## src/hdl/mfs_pkg.sv

```systemverilog
// Operation
// - Per-minute increment field: 00=10, 01=1, 10=0.1, 11=0.01 per count.
// - Method select on: program loads binary count in two file registers; device scales.
// - Per-rev valid switches jog, incremental, reference return, qualified random feed to per-rev.
// - Dry run, or rapid in jog/incr/ref modes, keeps per-minute feed.
// - Active-low five-bit code decoded identically for per-minute and per-rev feed.
// - Cutting override applied only while manual override valid is on.
// - Jog mode plus jog-handle bit enters simultaneous mode.
// - Simultaneous mode: rapid on gives rapid feedrate, off gives manual feedrate.
// - Handle feed in jog mode only with simultaneous bit; different axes free.
// - Same axis: jog wins; pending handle starts after jog ends and axis stops.
// - Jog rising on handle-fed axis stops handle; jog starts after axis stops.
// - Jog-handle bit with no operation mode raises error code 0101.
// - Jog-handle bit ignored with any mode other than jog.
// - Multiplication code scales handle pulse travel and incremental shot travel.
// - Method select off uses five-bit code, on uses file registers.
// - All code bits off keeps previous feedrate; cleared at power removal.
// - Code ignored while rapid; applies in jog/incr/ref modes and dry run.
package mfs_pkg;
   localparam int NAXIS = 4;
   // Feedrate in 0.01 unit steps (per-minute), 0.0001 steps per-rev: same integer
   localparam logic [1:0] INC_10 = 2'h0;
   localparam logic [1:0] INC_1 = 2'h1;
   localparam logic [1:0] INC_0P1 = 2'h2;
   localparam logic [1:0] INC_0P01 = 2'h3;
   localparam logic [4:0] CODE_ALL_OFF = 5'h00;
   localparam logic [15:0] ERR_NO_MODE = 16'h0101;
   localparam logic [31:0] FEED_RST = 32'h0;
   typedef enum logic [1:0] {MFS_IDLE, MFS_JOG, MFS_HANDLE, MFS_WAIT} mfs_axis_st_t;
   typedef struct packed {
      logic jog;
      logic incr;
      logic ref_ret;
      logic handle;
      logic rand_feed;
      logic memory;
   } mfs_mode_t;
   typedef struct packed {
      logic [31:0] feed;
      logic per_rev;
      logic use_rapid;
      logic override_en;
      logic simul;
      logic err;
      logic [4:0] code_hold;
      logic [16:0] mult;
      mfs_axis_st_t [NAXIS-1:0] ax;
      logic [NAXIS-1:0] jog_prev;
   } mfs_state_t;
endpackage : mfs_pkg

```

## src/hdl/mfs_manual_feed.sv

```systemverilog
`timescale 1ns/1ps
module mfs_manual_feed (
   input wire logic clk_i,
   input wire logic rst_n_i,
   input wire logic scan_tick_i,
   input wire mfs_pkg::mfs_mode_t mode_i,
   input wire logic jog_handle_simul_i,
   input wire logic per_rev_jog_valid_i,
   input wire logic feedrate_method_sel_i,
   input wire logic [4:0] feedrate_code_n_i,
   input wire logic feed_unit_sel_lo_i,
   input wire logic feed_unit_sel_hi_i,
   input wire logic [15:0] feedrate_file_reg_lo_i,
   input wire logic [15:0] feedrate_file_reg_hi_i,
   input wire logic [2:0] feed_multiplier_code_i,
   input wire logic rapid_traverse_i,
   input wire logic dry_run_i,
   input wire logic manual_override_valid_i,
   input wire logic external_modal_feed_sel_i,
   input wire logic rapid_linear_sel_i,
   input wire logic [mfs_pkg::NAXIS-1:0] jog_cmd_i,
   input wire logic [mfs_pkg::NAXIS-1:0] handle_req_i,
   input wire logic [mfs_pkg::NAXIS-1:0] axis_moving_i,
   output logic [31:0] feedrate_o,
   output logic per_rev_o,
   output logic use_rapid_o,
   output logic override_en_o,
   output logic simul_mode_o,
   output logic op_error_o,
   output logic [15:0] op_error_code_o,
   output logic [16:0] multiplier_o,
   output logic [mfs_pkg::NAXIS-1:0] jog_run_o,
   output logic [mfs_pkg::NAXIS-1:0] handle_run_o
);
   mfs_pkg::mfs_state_t st_ff;
   mfs_pkg::mfs_state_t nxt_st;

   // Code table in 0.01 steps; per-rev reads the same count as 0.0001 steps
   function automatic logic [31:0] code_feed(input logic [4:0] c);
      logic [31:0] v;
      v = 32'h0;
      case (~c)
         5'h01: v = 32'd100;
         5'h02: v = 32'd140;
         5'h03: v = 32'd200;
         5'h04: v = 32'd270;
         5'h05: v = 32'd370;
         5'h06: v = 32'd520;
         5'h07: v = 32'd720;
         5'h08: v = 32'd1000;
         5'h09: v = 32'd1400;
         5'h0A: v = 32'd2000;
         5'h0B: v = 32'd2700;
         5'h0C: v = 32'd3700;
         5'h0D: v = 32'd5200;
         5'h0E: v = 32'd7200;
         5'h0F: v = 32'd10000;
         5'h10: v = 32'd14000;
         5'h11: v = 32'd20000;
         5'h12: v = 32'd27000;
         5'h13: v = 32'd37000;
         5'h14: v = 32'd52000;
         5'h15: v = 32'd72000;
         5'h16: v = 32'd100000;
         5'h17: v = 32'd140000;
         5'h18: v = 32'd200000;
         5'h19: v = 32'd270000;
         5'h1A: v = 32'd370000;
         5'h1B: v = 32'd520000;
         5'h1C: v = 32'd720000;
         5'h1D: v = 32'd1000000;
         5'h1E: v = 32'd1400000;
         default: v = 32'h0;
      endcase
      return v;
   endfunction : code_feed

   // File register count to 0.01 (per-min) or 0.0001 (per-rev) steps
   function automatic logic [31:0] file_feed(input logic [31:0] cnt, input logic [1:0] inc);
      logic [31:0] v;
      v = cnt;
      case (inc)
         mfs_pkg::INC_10: v = 32'(cnt * 32'd1000);
         mfs_pkg::INC_1: v = 32'(cnt * 32'd100);
         mfs_pkg::INC_0P1: v = 32'(cnt * 32'd10);
         default: v = cnt;
      endcase
      return v;
   endfunction : file_feed

   logic [1:0] inc_sel;
   logic any_mode;
   logic other_mode;
   logic simul;
   logic manual_mode;
   logic [2*mfs_pkg::NAXIS-1:0] ax_next_vec;
   assign inc_sel = {feed_unit_sel_hi_i, feed_unit_sel_lo_i};
   assign manual_mode = mode_i.jog | mode_i.incr | mode_i.ref_ret;
   assign any_mode = |mode_i;
   assign other_mode = mode_i.incr | mode_i.ref_ret | mode_i.handle | mode_i.rand_feed | mode_i.memory;
   assign simul = mode_i.jog & jog_handle_simul_i & ~other_mode;

   // Next state: feed and mode fields on a scan tick, axis states and jog_prev every cycle
   always_comb begin
      nxt_st = st_ff;
      if (scan_tick_i) begin
         if (feedrate_code_n_i != mfs_pkg::CODE_ALL_OFF) begin
            nxt_st.code_hold = feedrate_code_n_i;
         end
         nxt_st.simul = simul;
         nxt_st.use_rapid = rapid_traverse_i & manual_mode;
         nxt_st.override_en = manual_override_valid_i;
         nxt_st.err = jog_handle_simul_i & ~any_mode;
         nxt_st.per_rev = per_rev_jog_valid_i & ~dry_run_i
            & ((manual_mode & ~rapid_traverse_i)
               | (mode_i.rand_feed & ~external_modal_feed_sel_i & rapid_linear_sel_i));
         if (feedrate_method_sel_i) begin
            nxt_st.feed = file_feed({feedrate_file_reg_hi_i, feedrate_file_reg_lo_i}, inc_sel);
         end else if (!rapid_traverse_i && (manual_mode || dry_run_i)) begin
            nxt_st.feed = code_feed(nxt_st.code_hold);
         end
         case (feed_multiplier_code_i[1:0])
            2'h0: nxt_st.mult = 17'd1;
            2'h1: nxt_st.mult = 17'd10;
            2'h2: nxt_st.mult = 17'd100;
            default: nxt_st.mult = 17'd1000;
         endcase
         if (mode_i.incr && feed_multiplier_code_i[2]) begin
            case (feed_multiplier_code_i[1:0])
               2'h0: nxt_st.mult = 17'd5000;
               2'h1: nxt_st.mult = 17'd10000;
               2'h2: nxt_st.mult = 17'd50000;
               default: nxt_st.mult = 17'd100000;
            endcase
         end
      end
      nxt_st.jog_prev = jog_cmd_i;
      // Axis states come from the per-axis arbiters
      for (int i = 0; i < mfs_pkg::NAXIS; i++) begin
         nxt_st.ax[i] = mfs_pkg::mfs_axis_st_t'(ax_next_vec[i*2 +: 2]);
      end
   end

   // Per-axis jog/handle arbitration
   for (genvar a = 0; a < mfs_pkg::NAXIS; a++) begin : g_ax
      logic jog_rise;
      logic handle_ok;
      mfs_pkg::mfs_axis_st_t nxt_ax;
      assign jog_rise = jog_cmd_i[a] & ~st_ff.jog_prev[a];
      assign handle_ok = mode_i.handle | simul;
      always_comb begin
         nxt_ax = st_ff.ax[a];
         case (st_ff.ax[a])
            mfs_pkg::MFS_IDLE: begin
               if (jog_cmd_i[a] && mode_i.jog) begin
                  nxt_ax = mfs_pkg::MFS_JOG;
               end else if (handle_req_i[a] && handle_ok) begin
                  nxt_ax = mfs_pkg::MFS_HANDLE;
               end
            end
            mfs_pkg::MFS_JOG: begin
               if (!jog_cmd_i[a]) begin
                  nxt_ax = mfs_pkg::MFS_WAIT;
               end
            end
            mfs_pkg::MFS_HANDLE: begin
               if (jog_rise && mode_i.jog) begin
                  nxt_ax = mfs_pkg::MFS_WAIT;
               end else if (!handle_req_i[a] || !handle_ok) begin
                  nxt_ax = mfs_pkg::MFS_IDLE;
               end
            end
            mfs_pkg::MFS_WAIT: begin
               if (!axis_moving_i[a]) begin
                  nxt_ax = mfs_pkg::MFS_IDLE;
               end
            end
            default: nxt_ax = mfs_pkg::MFS_IDLE;
         endcase
      end
      assign ax_next_vec[a*2 +: 2] = nxt_ax;
      assign jog_run_o[a] = (st_ff.ax[a] == mfs_pkg::MFS_JOG);
      assign handle_run_o[a] = (st_ff.ax[a] == mfs_pkg::MFS_HANDLE);
   end

   // State register
   always_ff @(posedge clk_i or negedge rst_n_i) begin
      if (!rst_n_i) begin
         st_ff <= '{feed: mfs_pkg::FEED_RST, per_rev: 1'b0, use_rapid: 1'b0, override_en: 1'b0, simul: 1'b0,
                    err: 1'b0, code_hold: mfs_pkg::CODE_ALL_OFF, mult: 17'h00001,
                    ax: '{mfs_pkg::NAXIS{mfs_pkg::MFS_IDLE}}, jog_prev: '0};
      end else begin
         st_ff <= nxt_st;
      end
   end

   assign feedrate_o = st_ff.feed;
   assign per_rev_o = st_ff.per_rev;
   assign use_rapid_o = st_ff.use_rapid;
   assign override_en_o = st_ff.override_en;
   assign simul_mode_o = st_ff.simul;
   assign op_error_o = st_ff.err;
   assign op_error_code_o = st_ff.err ? mfs_pkg::ERR_NO_MODE : 16'h0000;
   assign multiplier_o = st_ff.mult;

   // Checks
   a_err_cause: assert property (@(posedge clk_i) disable iff (!rst_n_i)
      scan_tick_i && jog_handle_simul_i && !(|mode_i) |=> op_error_o)
      else $error("error not raised");
   a_simul_other: assert property (@(posedge clk_i) disable iff (!rst_n_i)
      scan_tick_i && (mode_i.incr || mode_i.handle) |=> !simul_mode_o)
      else $error("simul with other mode");
   a_dry_permin: assert property (@(posedge clk_i) disable iff (!rst_n_i)
      scan_tick_i && dry_run_i |=> !per_rev_o)
      else $error("per-rev in dry run");
   a_per_rev_jog: assert property (@(posedge clk_i) disable iff (!rst_n_i)
      scan_tick_i && per_rev_jog_valid_i && mode_i.jog && !dry_run_i && !rapid_traverse_i |=> per_rev_o)
      else $error("per-rev not taken");
   a_file_scale: assert property (@(posedge clk_i) disable iff (!rst_n_i)
      scan_tick_i && feedrate_method_sel_i && feed_unit_sel_hi_i && feed_unit_sel_lo_i
      |=> feedrate_o == $past({feedrate_file_reg_hi_i, feedrate_file_reg_lo_i}))
      else $error("file feed scale wrong");
   a_ovr_follow: assert property (@(posedge clk_i) disable iff (!rst_n_i)
      scan_tick_i |=> override_en_o == $past(manual_override_valid_i))
      else $error("override enable wrong");
   a_no_both: assert property (@(posedge clk_i) disable iff (!rst_n_i)
      (jog_run_o & handle_run_o) == '0)
      else $error("jog and handle on one axis");
   a_hold_scan: assert property (@(posedge clk_i) disable iff (!rst_n_i)
      !scan_tick_i |=> $stable(feedrate_o))
      else $error("feed changed off scan");
endmodule : mfs_manual_feed

```

## config.mk

```make
export PLATFORM = sky130hd
export DESIGN_NAME = mfs_manual_feed
export DESIGN_NICKNAME = d
export VERILOG_FILES = /design/src/hdl/mfs_pkg.sv /design/src/hdl/mfs_manual_feed.sv
export SDC_FILE = /design/constraint.sdc
export NUM_CORES = 1
export LEC_CHECK = 0
export ABC_AREA = 1
export BUFFER_PORTS_ARGS = -buffer_cell sky130_fd_sc_hd__buf_2
export CORE_AREA = 2 2 252 204
export CTS_CLUSTER_DIAMETER = 30
export DETAILED_ROUTE_END_ITERATION = 6
export DIE_AREA = 0 0 254 206
export SYNTH_ARGS = -nofsm -noshare
export SYNTH_HDL_FRONTEND = slang
export SYNTH_SLANG_ARGS = --single-unit
```

## constraint.sdc

```tcl
create_clock -name clk_i -period 2 [get_ports clk_i]
set_input_delay 0.4 -clock clk_i [delete_from_list [all_inputs] [get_ports clk_i]]
set_output_delay 0.4 -clock clk_i [all_outputs]
set_load 0.01 [all_outputs]
```

* After elaboration in Yosys (flattened, before gate mapping)
Memories as Yosys holds them, arrays and structs flattened.
Cells that the tools add are included.
** Word-level totals
- Bits of input ports :: 71
- ROM bits :: 640
- Word-level logic and storage cells :: 156
- Memories :: 1
- Output and inout bits :: 78
- Register bits after elaboration :: 71
** Cells by class
- Bitwise gates (word level) :: 31
- Multiplexer cells :: 37
- Eq/ne operators :: 32
- Multiply operators :: 3
- Reductions and logical operators :: 39
** Memories
- (name not given) :: words 32, bits a word 20, read ports 1, clocked after memory_dff 0, wr ports 0, line mfs_manual_feed.sv:42 : case (~c)
** Operator list (number)
- one-hot mux 32 bit (3 select lines) :: 1
- 2-to-1 mux 32 bit :: 2
- one-hot mux 17 bit (3 select lines) :: 1
- 2-to-1 mux 2 bit :: 24
- multiplier 32 x 3 -> 31 bit (second input constant) :: 1
- multiplier 32 x 5 -> 30 bit (second input constant) :: 1
- multiplier 32 x 7 -> 29 bit (second input constant) :: 1
- one-hot mux 2 bit (4 select lines) :: 4
- one-hot mux 10 bit (3 select lines) :: 1
- equality test 2 bit (second input constant) :: 10
- 2-to-1 mux 17 bit :: 1
- != test 2 bit (second input constant) :: 8
- AND reduction 4 bit :: 4
- logical AND 1 bit :: 14
- bitwise AND 1 bit :: 13
- equality test 2 x 1 -> 1 bit (second input constant) :: 6
- zero test 2 bit :: 6
- != test 3 x 1 -> 1 bit (second input constant) :: 4
- != test 3 bit (second input constant) :: 4
- 2-to-1 mux 5 bit :: 2
- 2-to-1 mux 9 bit :: 1
- inverter 1 bit :: 9
- bitwise OR 1 bit :: 8
- zero test 1 bit :: 6
- other kinds (6) :: 10

* Logic depth before layout (Yosys ltp)
Gate-level depths: netlist (run 1).
- Depth after elaboration :: 12
- Gate-level depth with buffers :: 22
- Depth with buffers taken out :: 22

* Least setup slack after synthesis (run 1)
No wires, ideal clock.
- Path kind :: input-to-reg
- Start point :: in feedrate_file_reg_lo_i[8]
- End point :: reg st_ff, in the netlist feedrate_o[29]
- Library setup time :: 123 ps
- Data arrival time :: 3936 ps
- Stages :: 18
- Path slack :: -2059 ps
- Data required time :: 1877 ps
- Path buffers :: 0
- Cells stage by stage :: inv_1 > fa_1 > fa_1 > fa_1 > fa_1 > inv_1 > ha_1 > nand2_1 > nor2_1 > inv_1 > nor3_1 > nand2_1 > nand3_1 > nand2_1 > nand3_1 > nand2_1 > o21ai_0 > nand2_1
** Between the ends
- Word-level cells in the longest chain between the ends :: 3
- Elaborated cells between the ends (all ways) :: 5
- Those cells by class :: mul: 3; mux: 2
** Ends and longest elaborated chain
- from (decl) :: line mfs_manual_feed.sv:13 : input wire logic [15:0] feedrate_file_reg_lo_i,
- multiplier 32 x 3 -> 31 bit (tied with other cells) :: line mfs_manual_feed.sv:85 : mfs_pkg::INC_0P1: v = 32'(cnt * 32'd10);
- one-hot mux 32 bit (3 select lines) * :: line mfs_manual_feed.sv:82 : case (inc)
- 2-to-1 mux 32 bit * :: line mfs_manual_feed.sv:117 : if (feedrate_method_sel_i) begin
- to (signal assigned) :: line mfs_manual_feed.sv:189 : st_ff <= '{feed: mfs_pkg::FEED_RST, per_rev: 1'b0, use_rapid: 1'b0, override_en: 1'b0, simul: 1'b0,
- to (signal assigned) :: line mfs_manual_feed.sv:193 : st_ff <= nxt_st;
- to (decl) :: line mfs_manual_feed.sv:35 : mfs_pkg::mfs_state_t st_ff;
Every way passes the cells marked *; elsewhere a longest branch is shown, timed or not.
A chain may end at the register's enable or synchronous reset.

* Worst setup path in the final report (run 1)
- Start point :: in feedrate_file_reg_hi_i[1]
- End point :: reg st_ff, in the netlist feedrate_o[30]
** Between the ends
- Word-level cells in the longest chain between the ends :: 3
- Elaborated cells between the ends (all ways) :: 5
- Those cells by class :: mul: 3; mux: 2
** Ends and longest elaborated chain
- from (decl) :: line mfs_manual_feed.sv:14 : input wire logic [15:0] feedrate_file_reg_hi_i,
- multiplier 32 x 3 -> 31 bit (tied with other cells) :: line mfs_manual_feed.sv:85
- one-hot mux 32 bit (3 select lines) * :: line mfs_manual_feed.sv:82
- 2-to-1 mux 32 bit * :: line mfs_manual_feed.sv:117
Marked as above.

==> results of run 1 <==
## cell usage after synthesis (all sizes together) (17+ instances only)
library cell and n:
inv 482, nor2 195, nor3 18, a21oi 135, dfrtp 69, nand3 147, o21ai 96, nand3b 19
o21bai 18, ha 174, fa 116, buf 75, nand2 632, nand4 43, clkbuf 17
## state kept, by name, indices dropped and copies added, names as in the netlist
name	cells
feedrate_o	32
st_ff	17
multiplier_o	16
op_error_o	1
override_en_o	1
per_rev_o	1
simul_mode_o	1
use_rapid_o	1
## stage by stage
| stage | hold slack (ns) | area [µm²] | TNS [ns] | instances | utilization [%] |
|---|---|---|---|---|---|
| floorplan | 0.1044 | 15480 | -40.90 | 2307 | - |
| global placement | 0.3715 | 19320 | -56.31 | 3408 | 38.50 |
| detailed placement | 0.3715 | 19320 | -57.13 | 3408 | 38.50 |
| CTS | 0.01509 | 20590 | -44.01 | 3458 | 41.03 |
| global route | 0.02051 | 21100 | -47.81 | 3476 | 42.05 |
| finish | 0.007871 | 21100 | -43.76 | 3476 | 42.05 |
## cell families (layout without fill, tap and decap cells)
kind of cell             Yosys count  after routing  share of synthesized area, %
flip-flops                        70             70                         11.83
XOR/XNOR                           8              8                        0.4728
other                              1             15                       0.02530
AND/OR/NAND/NOR                 1061           1061                         29.88
AO/OA/AOI/OAI                    287            287                         11.01
buffers and inverters            576           1061                         16.43
adder cells (fa/ha/maj)          290            290                         30.36
## area by class of cell
class / instances / area, µm²
fillers: 5366 / 29080
multi-input cells: 1661 / 12010
repair buffers: 561 / 4288
inverters: 484 / 1891
flip-flops and latches: 70 / 1753
well taps: 684 / 855.8
clock buffers: 10 / 239.0
clock inverters: 6 / 68.82
## power breakdown
| part | switching (mW) | internal [mW] | leakage [nW] | total, mW |
|---|---|---|---|---|
| Clock | 0.635 | 1.01 | 0.149 | 1.64 |
| Sequential | 0.200 | 1.69 | 0.869 | 1.89 |
| Combinational | 12.1 | 9.77 | 10.4 | 21.9 |
| Total | 13.0 | 12.5 | 11.4 | 25.4 |
## worst register-to-register path, cell delays in order (launching register included)
cell and delay (ns):
dfrtp_1 0.32, inv_1 0.05, o21bai_2 0.15, inv_1 0.10, ha_1 0.32, inv_1 0.12, nand2_1 0.09, nand3_1 0.10
nand2_1 0.07, o21ai_1 0.13, nand2_1 0.07, nand2_1 0.11, nand2_1 0.08, nand2_1 0.09
## routing by layer
metal  up-vias  part of all wire [%]  global-route usage, %  wire (µm)
met5         -                     0                      0          0
met4         0                   3.5                  6.828       1918
met3        73                   5.2                  2.645       2876
met2       464                    44                  33.41      24540
met1      7433                    47                  30.03      26140
li1       8117                     -                      -          -
## path summary, 6_finish.rpt
| kind | start | end |
|---|---|---|
| worst min register to register | feedrate_o[25] | feedrate_o[25] |
| max in group asynchronous | rst_n_i | feedrate_o[2] |
| worst max register to register | st_ff[30] | feedrate_o[11] |
| min in group clk_i | jog_cmd_i[0] | st_ff[0] |
| worst min-delay path | rst_n_i | st_ff[9] |
| worst max-delay path | feedrate_file_reg_hi_i[1] | feedrate_o[30] |
## repair_timing
| action | in CTS | in global routing |
|---|---|---|
| endpoints found under the setup margin | 27 | 27 |
| cloned | 0 | 0 |
| pin swaps | 119 | 90 |
| buffers inserted | 35 | 20 |
| resized for setup | 205 | 113 |
==> flow_metrics.py, run 1 <==
metrics = {
    "place": {
        "io_buffers": 133,
        "dp_slack_ns": -2.451,
        "place_congestion": 0.9867,
        "dp_hpwl_um": 47280,
    },
    "drt": {
        "drt_first_pass_iters": 6,
        "drc": 0,
        "drt_iter0_drc": 1321,
        "wire_per_inst_um": 15.96,
        "vias": 16087,
        "viasPerCell": 4.628,
        "routed_wl_um": 55480,
        "drt.antenna.violating_nets": 0,
    },
    "synthesis": {
        "synth_seq_cells": 70,
        "synth.area.top_cells": "nand2_1, fa_1, ha_1, inv_1, dfrtp_1",
        "yosysWarnings": 0,
        "syn_avg_cell_area_um2": 6.463,
        "synth_edf_count": 0,
        "synthFlopType": "dfrtp_1",
        "synthCells": 2293,
        "yosysTopAreaCell": "nand2_1",
        "synth.distinct_cells": 53,
        "synthArstFlopShare_pct": 100.0,
        "synth_area_um2": 14820,
        "synth-seq-area-share_pct": 11.83,
        "yosys.area.top_type_share_pct": 15.93,
    },
    "grt": {
        "grt-ovfl-total": 0,
        "antenna_found_initial": 1,
        "groute.usage.overall_pct": 21.20,
        "grt_pass1_vias": 15423,
        "grt_max_degree": 32,
        "grt_pass1_wl_um": 85820,
    },
    "worst_setup_path": {
        "rrSetupSlack_ns": 0.14,
        "path_class": "in2reg",
        "reg2reg_depth": 13,
        "path_depth": 22,
        "end_kind": "flop",
        "worstPathCellList": "buf_4, clkinvlp_4, buf_6, fa_2, fa_1, inv_1, fa_1, inv_1, fa_1, inv_2, ha_4, nand2_4, inv_1, nand2_1, nand2_1, buf_4, a21oi_2, nand4_1, nand3_2, nand4_1, nand2_2, nand2_1",
        "cp.arrival_ns": 4.23,
        "critPathLaunchType": "input pin",
        "critPathMaxStageDelay_ns": 0.50,
        "worst-path-buf-inv": 8,
        "cp_top_family": "adder cells",
        "path_max_fanout": 5,
        "critPathRequiredTime_ns": 2.23,
        "cpMaxStageDelayCell": "fa_1",
    },
    "timing": {
        "period_share_pct": 200.4,
        "worst_slew_pin_slew_ns": 0.5614,
        "fin_ws_ns": -2.008,
        "timing.fmax_mhz": 249.5,
        "grt_setup_unrepaired": "yes",
        "relSlewSlack_pct": 62.17,
        "period_minus_slack_ns": 4.008,
        "final.setup_skew_ns": 0.002421,
        "final_max_slew_viol_count": 0,
        "setup_viol": 26,
        "finalHoldViolations": 0,
    },
    "power": {
        "power_density_nw_per_um2": 1204,
        "total_power_mw": 25.42,
        "vdd_drop_max_uv": 870.8,
        "power_leakage_nw": 11.37,
    },
    "hold_path": {
        "hp-class": "in2async",
    },
    "floorplanning": {
        "coreArea_um2": 50180,
        "die-width_um": 254,
        "boundaryPins": 149,
        "dieArea_um2": 52320,
        "rows": 74,
        "initial_core_util_pct": 29.53,
        "die_y_um": 206,
    },
    "run_status": {
        "violations": "setup timing",
        "status": "complete, but fails checks",
    },
    "clock_tree": {
        "cts_tree": "built",
        "cts_root_buffer": "clkbuf_16",
        "clk_pin_slew_worst_paths_ns": 0.06,
        "cts.sinks": 70,
        "htree_num_levels": 3,
        "worstSkewPairLatency_ns": 0.33,
        "cts_buffer_depth": 2,
        "ctsHoldBuffers": 0,
        "cts_buffers": 9,
    },
    "cells_and_area": {
        "synthToLayoutAreaGrowth_pct": 42.38,
        "diodes": 0,
        "final_nets": 3148,
        "mostFrequentLayoutCells": "nand2_1, inv_1, buf_4, nor2_1, ha_1",
        "final_common_cell": "nand2_1",
        "drive_gt1_share_pct": 31.81,
    },
    "run": {
        "maxCapViolCount": 0,
    },
}
No activity file was read; power rests on OpenSTA's default activity.
==> run 2, diff against run 1 <==
ABC_AREA = not set   (was 1)
CORE_AREA = 2 2 236 192   (was 2 2 252 204)
DIE_AREA = 0 0 238 194   (was 0 0 254 206)
==> flow_metrics.py, run 2 <==
metrics = {
    "run_status": {
        "status": "complete, but fails checks",
        "violations": "setup timing",
    },
    "cells_and_area": {
        "synthToLayoutAreaGrowth_pct": 44.79,
        "largest_register_ffs": 32,
        "utilization_pct": 42.84,
        "mostFrequentLayoutCells": "buf_4, inv_1, ha_1, buf_2, fa_1",
        "final_nets": 2369,
        "drive_gt1_share_pct": 39.39,
        "final_common_cell": "buf_4",
    },
    "synthesis": {
        "yosys.area.top_type_share_pct": 17.89,
        "synthFlopType": "dfrtp_1",
        "synth.area.top_cells": "fa_1, ha_1, dfrtp_1, inv_1, a21oi_1",
        "synth_area_um2": 12980,
        "syn_avg_cell_area_um2": 8.449,
        "synth.distinct_cells": 85,
        "synthCells": 1536,
        "yosysTopAreaCell": "fa_1",
        "synth_seq_cells": 70,
        "synthArstFlopShare_pct": 100.0,
        "synth_edf_count": 0,
        "synth_commonest_cells": "inv_1, ha_1, fa_1",
        "synth_most_common_cell": "inv_1",
        "yosysWarnings": 0,
        "synth-seq-area-share_pct": 13.51,
    },
    "worst_setup_path": {
        "critPathLaunchType": "input pin",
        "path_class": "in2reg",
        "startpoint": "feedrate_file_reg_lo_i[13]",
        "cp.arrival_ns": 4.80,
        "cp_top_family": "adder cells",
        "r2r_start": "st_ff[29]",
        "critPathMaxStageDelay_ns": 0.60,
        "path_max_fanout": 4,
        "worstPathCellList": "buf_8, clkinvlp_4, buf_6, fa_1, fa_2, fa_2, fa_1, inv_2, ha_4, nand4_1, a21oi_4, nor2_4, a31oi_4, a41oi_2, buf_4, nor2_2, o31ai_2, nor4b_2, a31oi_1, a221oi_2",
        "cpMaxStageDelayCell": "fa_2",
        "end_kind": "flop",
        "critPathRequiredTime_ns": 2.25,
        "worst-path-buf-inv": 5,
    },
    "timing": {
        "relSlewSlack_pct": 55.28,
        "timing.fmax_mhz": 219.8,
        "setup_viol": 31,
        "grt_setup_unrepaired": "yes",
        "period_share_pct": 227.5,
        "finalHoldViolations": 0,
        "worst_hold_slack_ns": 0.2011,
        "worst_slew_pin_slew_ns": 0.6683,
        "period_minus_slack_ns": 4.550,
        "final_max_slew_viol_count": 0,
        "timing.setup.tns_ns": -54.93,
        "final.setup_skew_ns": 0.004822,
        "fin_ws_ns": -2.550,
    },
    "floorplanning": {
        "die_y_um": 194,
        "coreArea_um2": 43860,
        "dieArea_um2": 46170,
        "rows": 69,
        "initial_core_util_pct": 29.59,
        "boundaryPins": 149,
        "die-width_um": 238,
    },
    "grt": {
        "grt_max_degree": 38,
        "grt-ovfl-total": 0,
        "grt_pass1_vias": 12880,
        "groute.usage.overall_pct": 18.31,
        "antenna_found_initial": 3,
        "grt_pass1_wl_um": 67990,
    },
    "clock_tree": {
        "cts_buffer_depth": 2,
        "htree_num_levels": 3,
        "clk_pin_slew_worst_paths_ns": 0.06,
        "cts_tree": "built",
        "cts_buffers": 9,
        "worstSkewPairLatency_ns": 0.35,
        "cts_root_buffer": "clkbuf_16",
        "cts.sinks": 70,
    },
    "hold_path": {
        "min_from": "jog_cmd_i[2]",
        "hp-class": "in2reg",
    },
    "place": {
        "dp_hpwl_um": 35520,
        "io_buffers": 133,
        "place_congestion": 0.8918,
        "dp_slack_ns": -3.033,
    },
    "power": {
        "power_leakage_nw": 9.205,
        "power_density_nw_per_um2": 1144,
        "vdd_drop_max_uv": 890.9,
        "total_power_mw": 21.50,
    },
    "drt": {
        "drt.antenna.violating_nets": 0,
        "drt_first_pass_iters": 5,
        "vias": 12446,
        "wire_per_inst_um": 16.42,
        "routed_wl_um": 42400,
        "drt_iter0_drc": 774,
        "drc": 0,
        "viasPerCell": 4.820,
    },
    "run": {
        "maxCapViolCount": 0,
    },
}
-- run 2: cell types whose count changed after synthesis, sizes merged, moves of 14 or more --
cell    change
a21o       +32
nor2       -99
a211oi     +14
nand3     -126
a21oi      -23
nand2     -526
xnor2      +44
xor2       +16
inv       -212
nand4      -31
nand3b     -15
-- run 2: through the flow --
step	std cells	cell area, µm²
2_1_floorplan	1550	13480
3_3_place_gp	2524	17050
3_5_place_dp	2524	17050
4_1_cts	2568	18230
5_1_grt	2582	18790
6_report	2582	18790
-- run 2: final timing paths --
kind | depth (start not counted) | slack (ns) | end
max | 20 | -2.55 | feedrate_o[31]
min | 1 | 0.20 | st_ff[2]
max reg2reg | 10 | -0.03 | feedrate_o[12]
min reg2reg | 2 | 0.48 | feedrate_o[8]
max in group asynchronous | 3 | 0.92 | feedrate_o[24]
min in group asynchronous | 2 | 0.50 | feedrate_o[8]
-- run 2: timing repair --
item	CTS	global route
gates resized for setup	138	106
hold buffers	1	0
pin swaps	107	84
setup buffers	32	20
setup endpoints to repair	31	32
endpoints found under the hold margin	18	0
gates cloned	1	0
-- run 2: metal layers --
layer	vias up	track usage [%]	part of all wire [%]
met4	4	3.287	1.3
met2	256	30.28	46
met3	45	1.552	4.0
li1	6109	-	-
met1	6032	26.30	48
met5	-	0	0.052
-- run 2: report_power, final --
group          internal, mW  leakage, nW  total [mW]  switching (mW)
logic                  8.79         8.16        17.4            8.66
registers              1.74        0.873        2.12           0.380
clock network          1.29        0.170        1.93           0.641
-- run 2: kinds of logic after synthesis --
logic type	synth area share (%)
mux	3.297
flops	13.51
fa+ha+maj	34.67
xor+xnor	4.589
other cells	0.02890
compound gates	19.50
buf+inv	12.86
simple gates	11.54
-- run 2: area by class of cell --
type,count,area [µm²]
Fill cell,4319,25070
Multi-Input combinational cell,1103,10760
Timing Repair Buffer,552,4138
Sequential cell,70,1753
Inverter,272,1072
Tap cell,568,710.7
Clock buffer,13,260.3
Clock inverter,3,90.09
Antenna cell,1,2.502
==> run 3, diff against run 2 <==
CTS_CLUSTER_DIAMETER = 100   (was 30)
GPL_ROUTABILITY_DRIVEN = 0   (was not set)
clock period = 3.65 ns   (was 2 ns; I/O delays follow)
==> flow_metrics.py, run 3 (synthesis results as in run 2) <==
metrics = {
    "run": {
        "maxCapViolCount": 0,
    },
    "timing": {
        "grt_setup_unrepaired": "yes",
        "setup_viol": 23,
        "period_share_pct": 133.2,
        "timing.fmax_mhz": 205.6,
        "fin_ws_ns": -1.214,
        "final.setup_skew_ns": 0.004396,
        "finalHoldViolations": 0,
        "relSlewSlack_pct": 27.39,
        "final_max_slew_viol_count": 0,
        "period_minus_slack_ns": 4.864,
        "worst_slew_pin_slew_ns": 1.089,
    },
    "cells_and_area": {
        "synthToLayoutAreaGrowth_pct": 30.57,
        "final_cells": 2426,
        "fin_area_um2": 16950,
        "final_nets": 2212,
        "final_common_cell": "buf_4",
        "largest_register_ffs": 32,
        "drive_gt1_share_pct": 30.67,
        "mostFrequentLayoutCells": "buf_4, inv_1, ha_1, buf_2, fa_1",
        "utilization_pct": 38.64,
    },
    "worst_setup_path": {
        "cp.arrival_ns": 5.05,
        "critPathLaunchType": "input pin",
        "worstPathCellList": "buf_8, clkinvlp_4, buf_6, fa_1, fa_1, fa_1, fa_1, inv_2, ha_4, and4_4, o21a_1, o311ai_4, a31oi_4, nand4_1, a31o_4, nor4b_4, a21oi_2, o211ai_1, o311ai_1",
        "path_max_fanout": 4,
        "path_class": "in2reg",
        "reg2reg_depth": 8,
        "critPathRequiredTime_ns": 3.84,
        "cpMaxStageDelayCell": "fa_1",
        "critPathMaxStageDelay_ns": 0.55,
        "crit_top_cell": "fa_1",
        "end_kind": "flop",
    },
    "clock_tree": {
        "cts_buffers": 9,
        "cts_tree": "built",
        "clk_pin_slew_worst_paths_ns": 0.06,
        "cts.sinks": 70,
        "cts_root_buffer": "clkbuf_16",
        "cts_buffer_depth": 2,
        "htree_num_levels": 3,
        "ctsHoldBuffers": 0,
        "worstSkewPairLatency_ns": 0.33,
    },
    "floorplanning": {
        "initial_core_util_pct": 29.59,
        "coreArea_um2": 43860,
        "dieArea_um2": 46170,
        "rows": 69,
        "die_y_um": 194,
        "boundaryPins": 149,
        "die-width_um": 238,
    },
    "drt": {
        "drt_first_pass_iters": 5,
        "viasPerCell": 4.903,
        "drt.antenna.violating_nets": 0,
        "routed_wl_um": 38790,
        "drt_iter0_drc": 611,
        "wire_per_inst_um": 15.99,
        "drc": 0,
        "vias": 11894,
    },
    "power": {
        "pwr-share-clk_pct": 8.6,
        "p_int_mw": 6.091,
        "switching_power_mw": 5.100,
        "sw_frac_of_total_pct": 45.57,
        "vdd_drop_max_uv": 393.1,
        "power_density_nw_per_um2": 660.4,
        "power_frac_seq_pct": 10.2,
        "p_comb_share_pct": 81.3,
        "power_leakage_nw": 8.340,
    },
    "place": {
        "placed_cell_area_um2": 15820,
        "dp_cells": 2384,
        "io_buffers": 133,
        "dp_hpwl_um": 32420,
    },
    "grt": {
        "grt_pass1_wl_um": 62780,
        "grt_pass1_vias": 12096,
        "antenna_found_initial": 10,
        "groute.usage.overall_pct": 16.76,
        "grt_max_degree": 71,
        "grt-ovfl-total": 0,
    },
    "hold_path": {
        "hp-class": "reg2reg",
        "hold_depth": 2,
    },
    "run_status": {
        "violations": "setup timing",
        "status": "complete, but fails checks",
    },
}
run 3: layout make-up:
cell class,instances,area (µm²)
clock buffers,11,252.7
clock inverters,4,70.07
repair buffers,395,2771
multi-input cells,1103,10310
inverters,272,1067
diodes,3,7.507
flip-flops and latches,70,1753
well taps,568,710.7
fillers,4382,26910
run 3: per-stage QoR:
step           hold WS, ns  worst slack, ns  power (mW)  TNS, ns
2_1_floorplan       0.4344           -1.238       6.211   -20.61
3_3_place_gp        0.4588           -1.598       8.788   -31.33
3_5_place_dp        0.4657           -1.666       8.913   -32.77
4_1_cts             0.4786           -1.215       10.77   -20.83
5_1_grt             0.5083           -1.347       12.14   -24.54
6_report            0.4723           -1.214       11.19   -21.63
run 3: path summary, 6_finish.rpt:
kind	startpoint	to	slack, ns
setup reg to reg	st_ff[30]	feedrate_o[6]	1.05
setup / recovery	feedrate_file_reg_lo_i[5]	feedrate_o[28]	-1.21
min in group asynchronous	rst_n_i	feedrate_o[3]	0.52
hold reg to reg	feedrate_o[13]	feedrate_o[13]	0.47
hold / removal	feedrate_o[13]	feedrate_o[13]	0.47
max in group asynchronous	rst_n_i	st_ff[11]	2.51
run 3: what timing repair did:
action / in CTS / in global routing
setup endpoints to repair: 24 / 24
gates resized for setup: 90 / 43
pin swaps: 71 / 33
endpoints found under the hold margin: 0 / 0
setup buffers: 14 / 11
run 3: worst max-delay path: cells and delay by family:
kind	cells	cell delay (ns)
compound gates	7	1.09
fa+ha+maj	5	2.30
buf+inv	4	0.34
simple gates	3	0.59
run 3: power by group through the flow:
stage	clock, mW	combinational [mW]	sequential (mW)
2_1_floorplan	0	5.15	1.07
3_3_place_gp	0	7.65	1.14
3_5_place_dp	0	7.76	1.15
4_1_cts	0.984	8.65	1.14
5_1_grt	1.01	9.96	1.17
6_report	0.959	9.09	1.14
run 3: routing by layer:
layer,track usage [%],wire [µm]
met3,2.463,2059
met4,3.426,588
met5,0,76
met1,23.62,18500
met2,27.25,17560
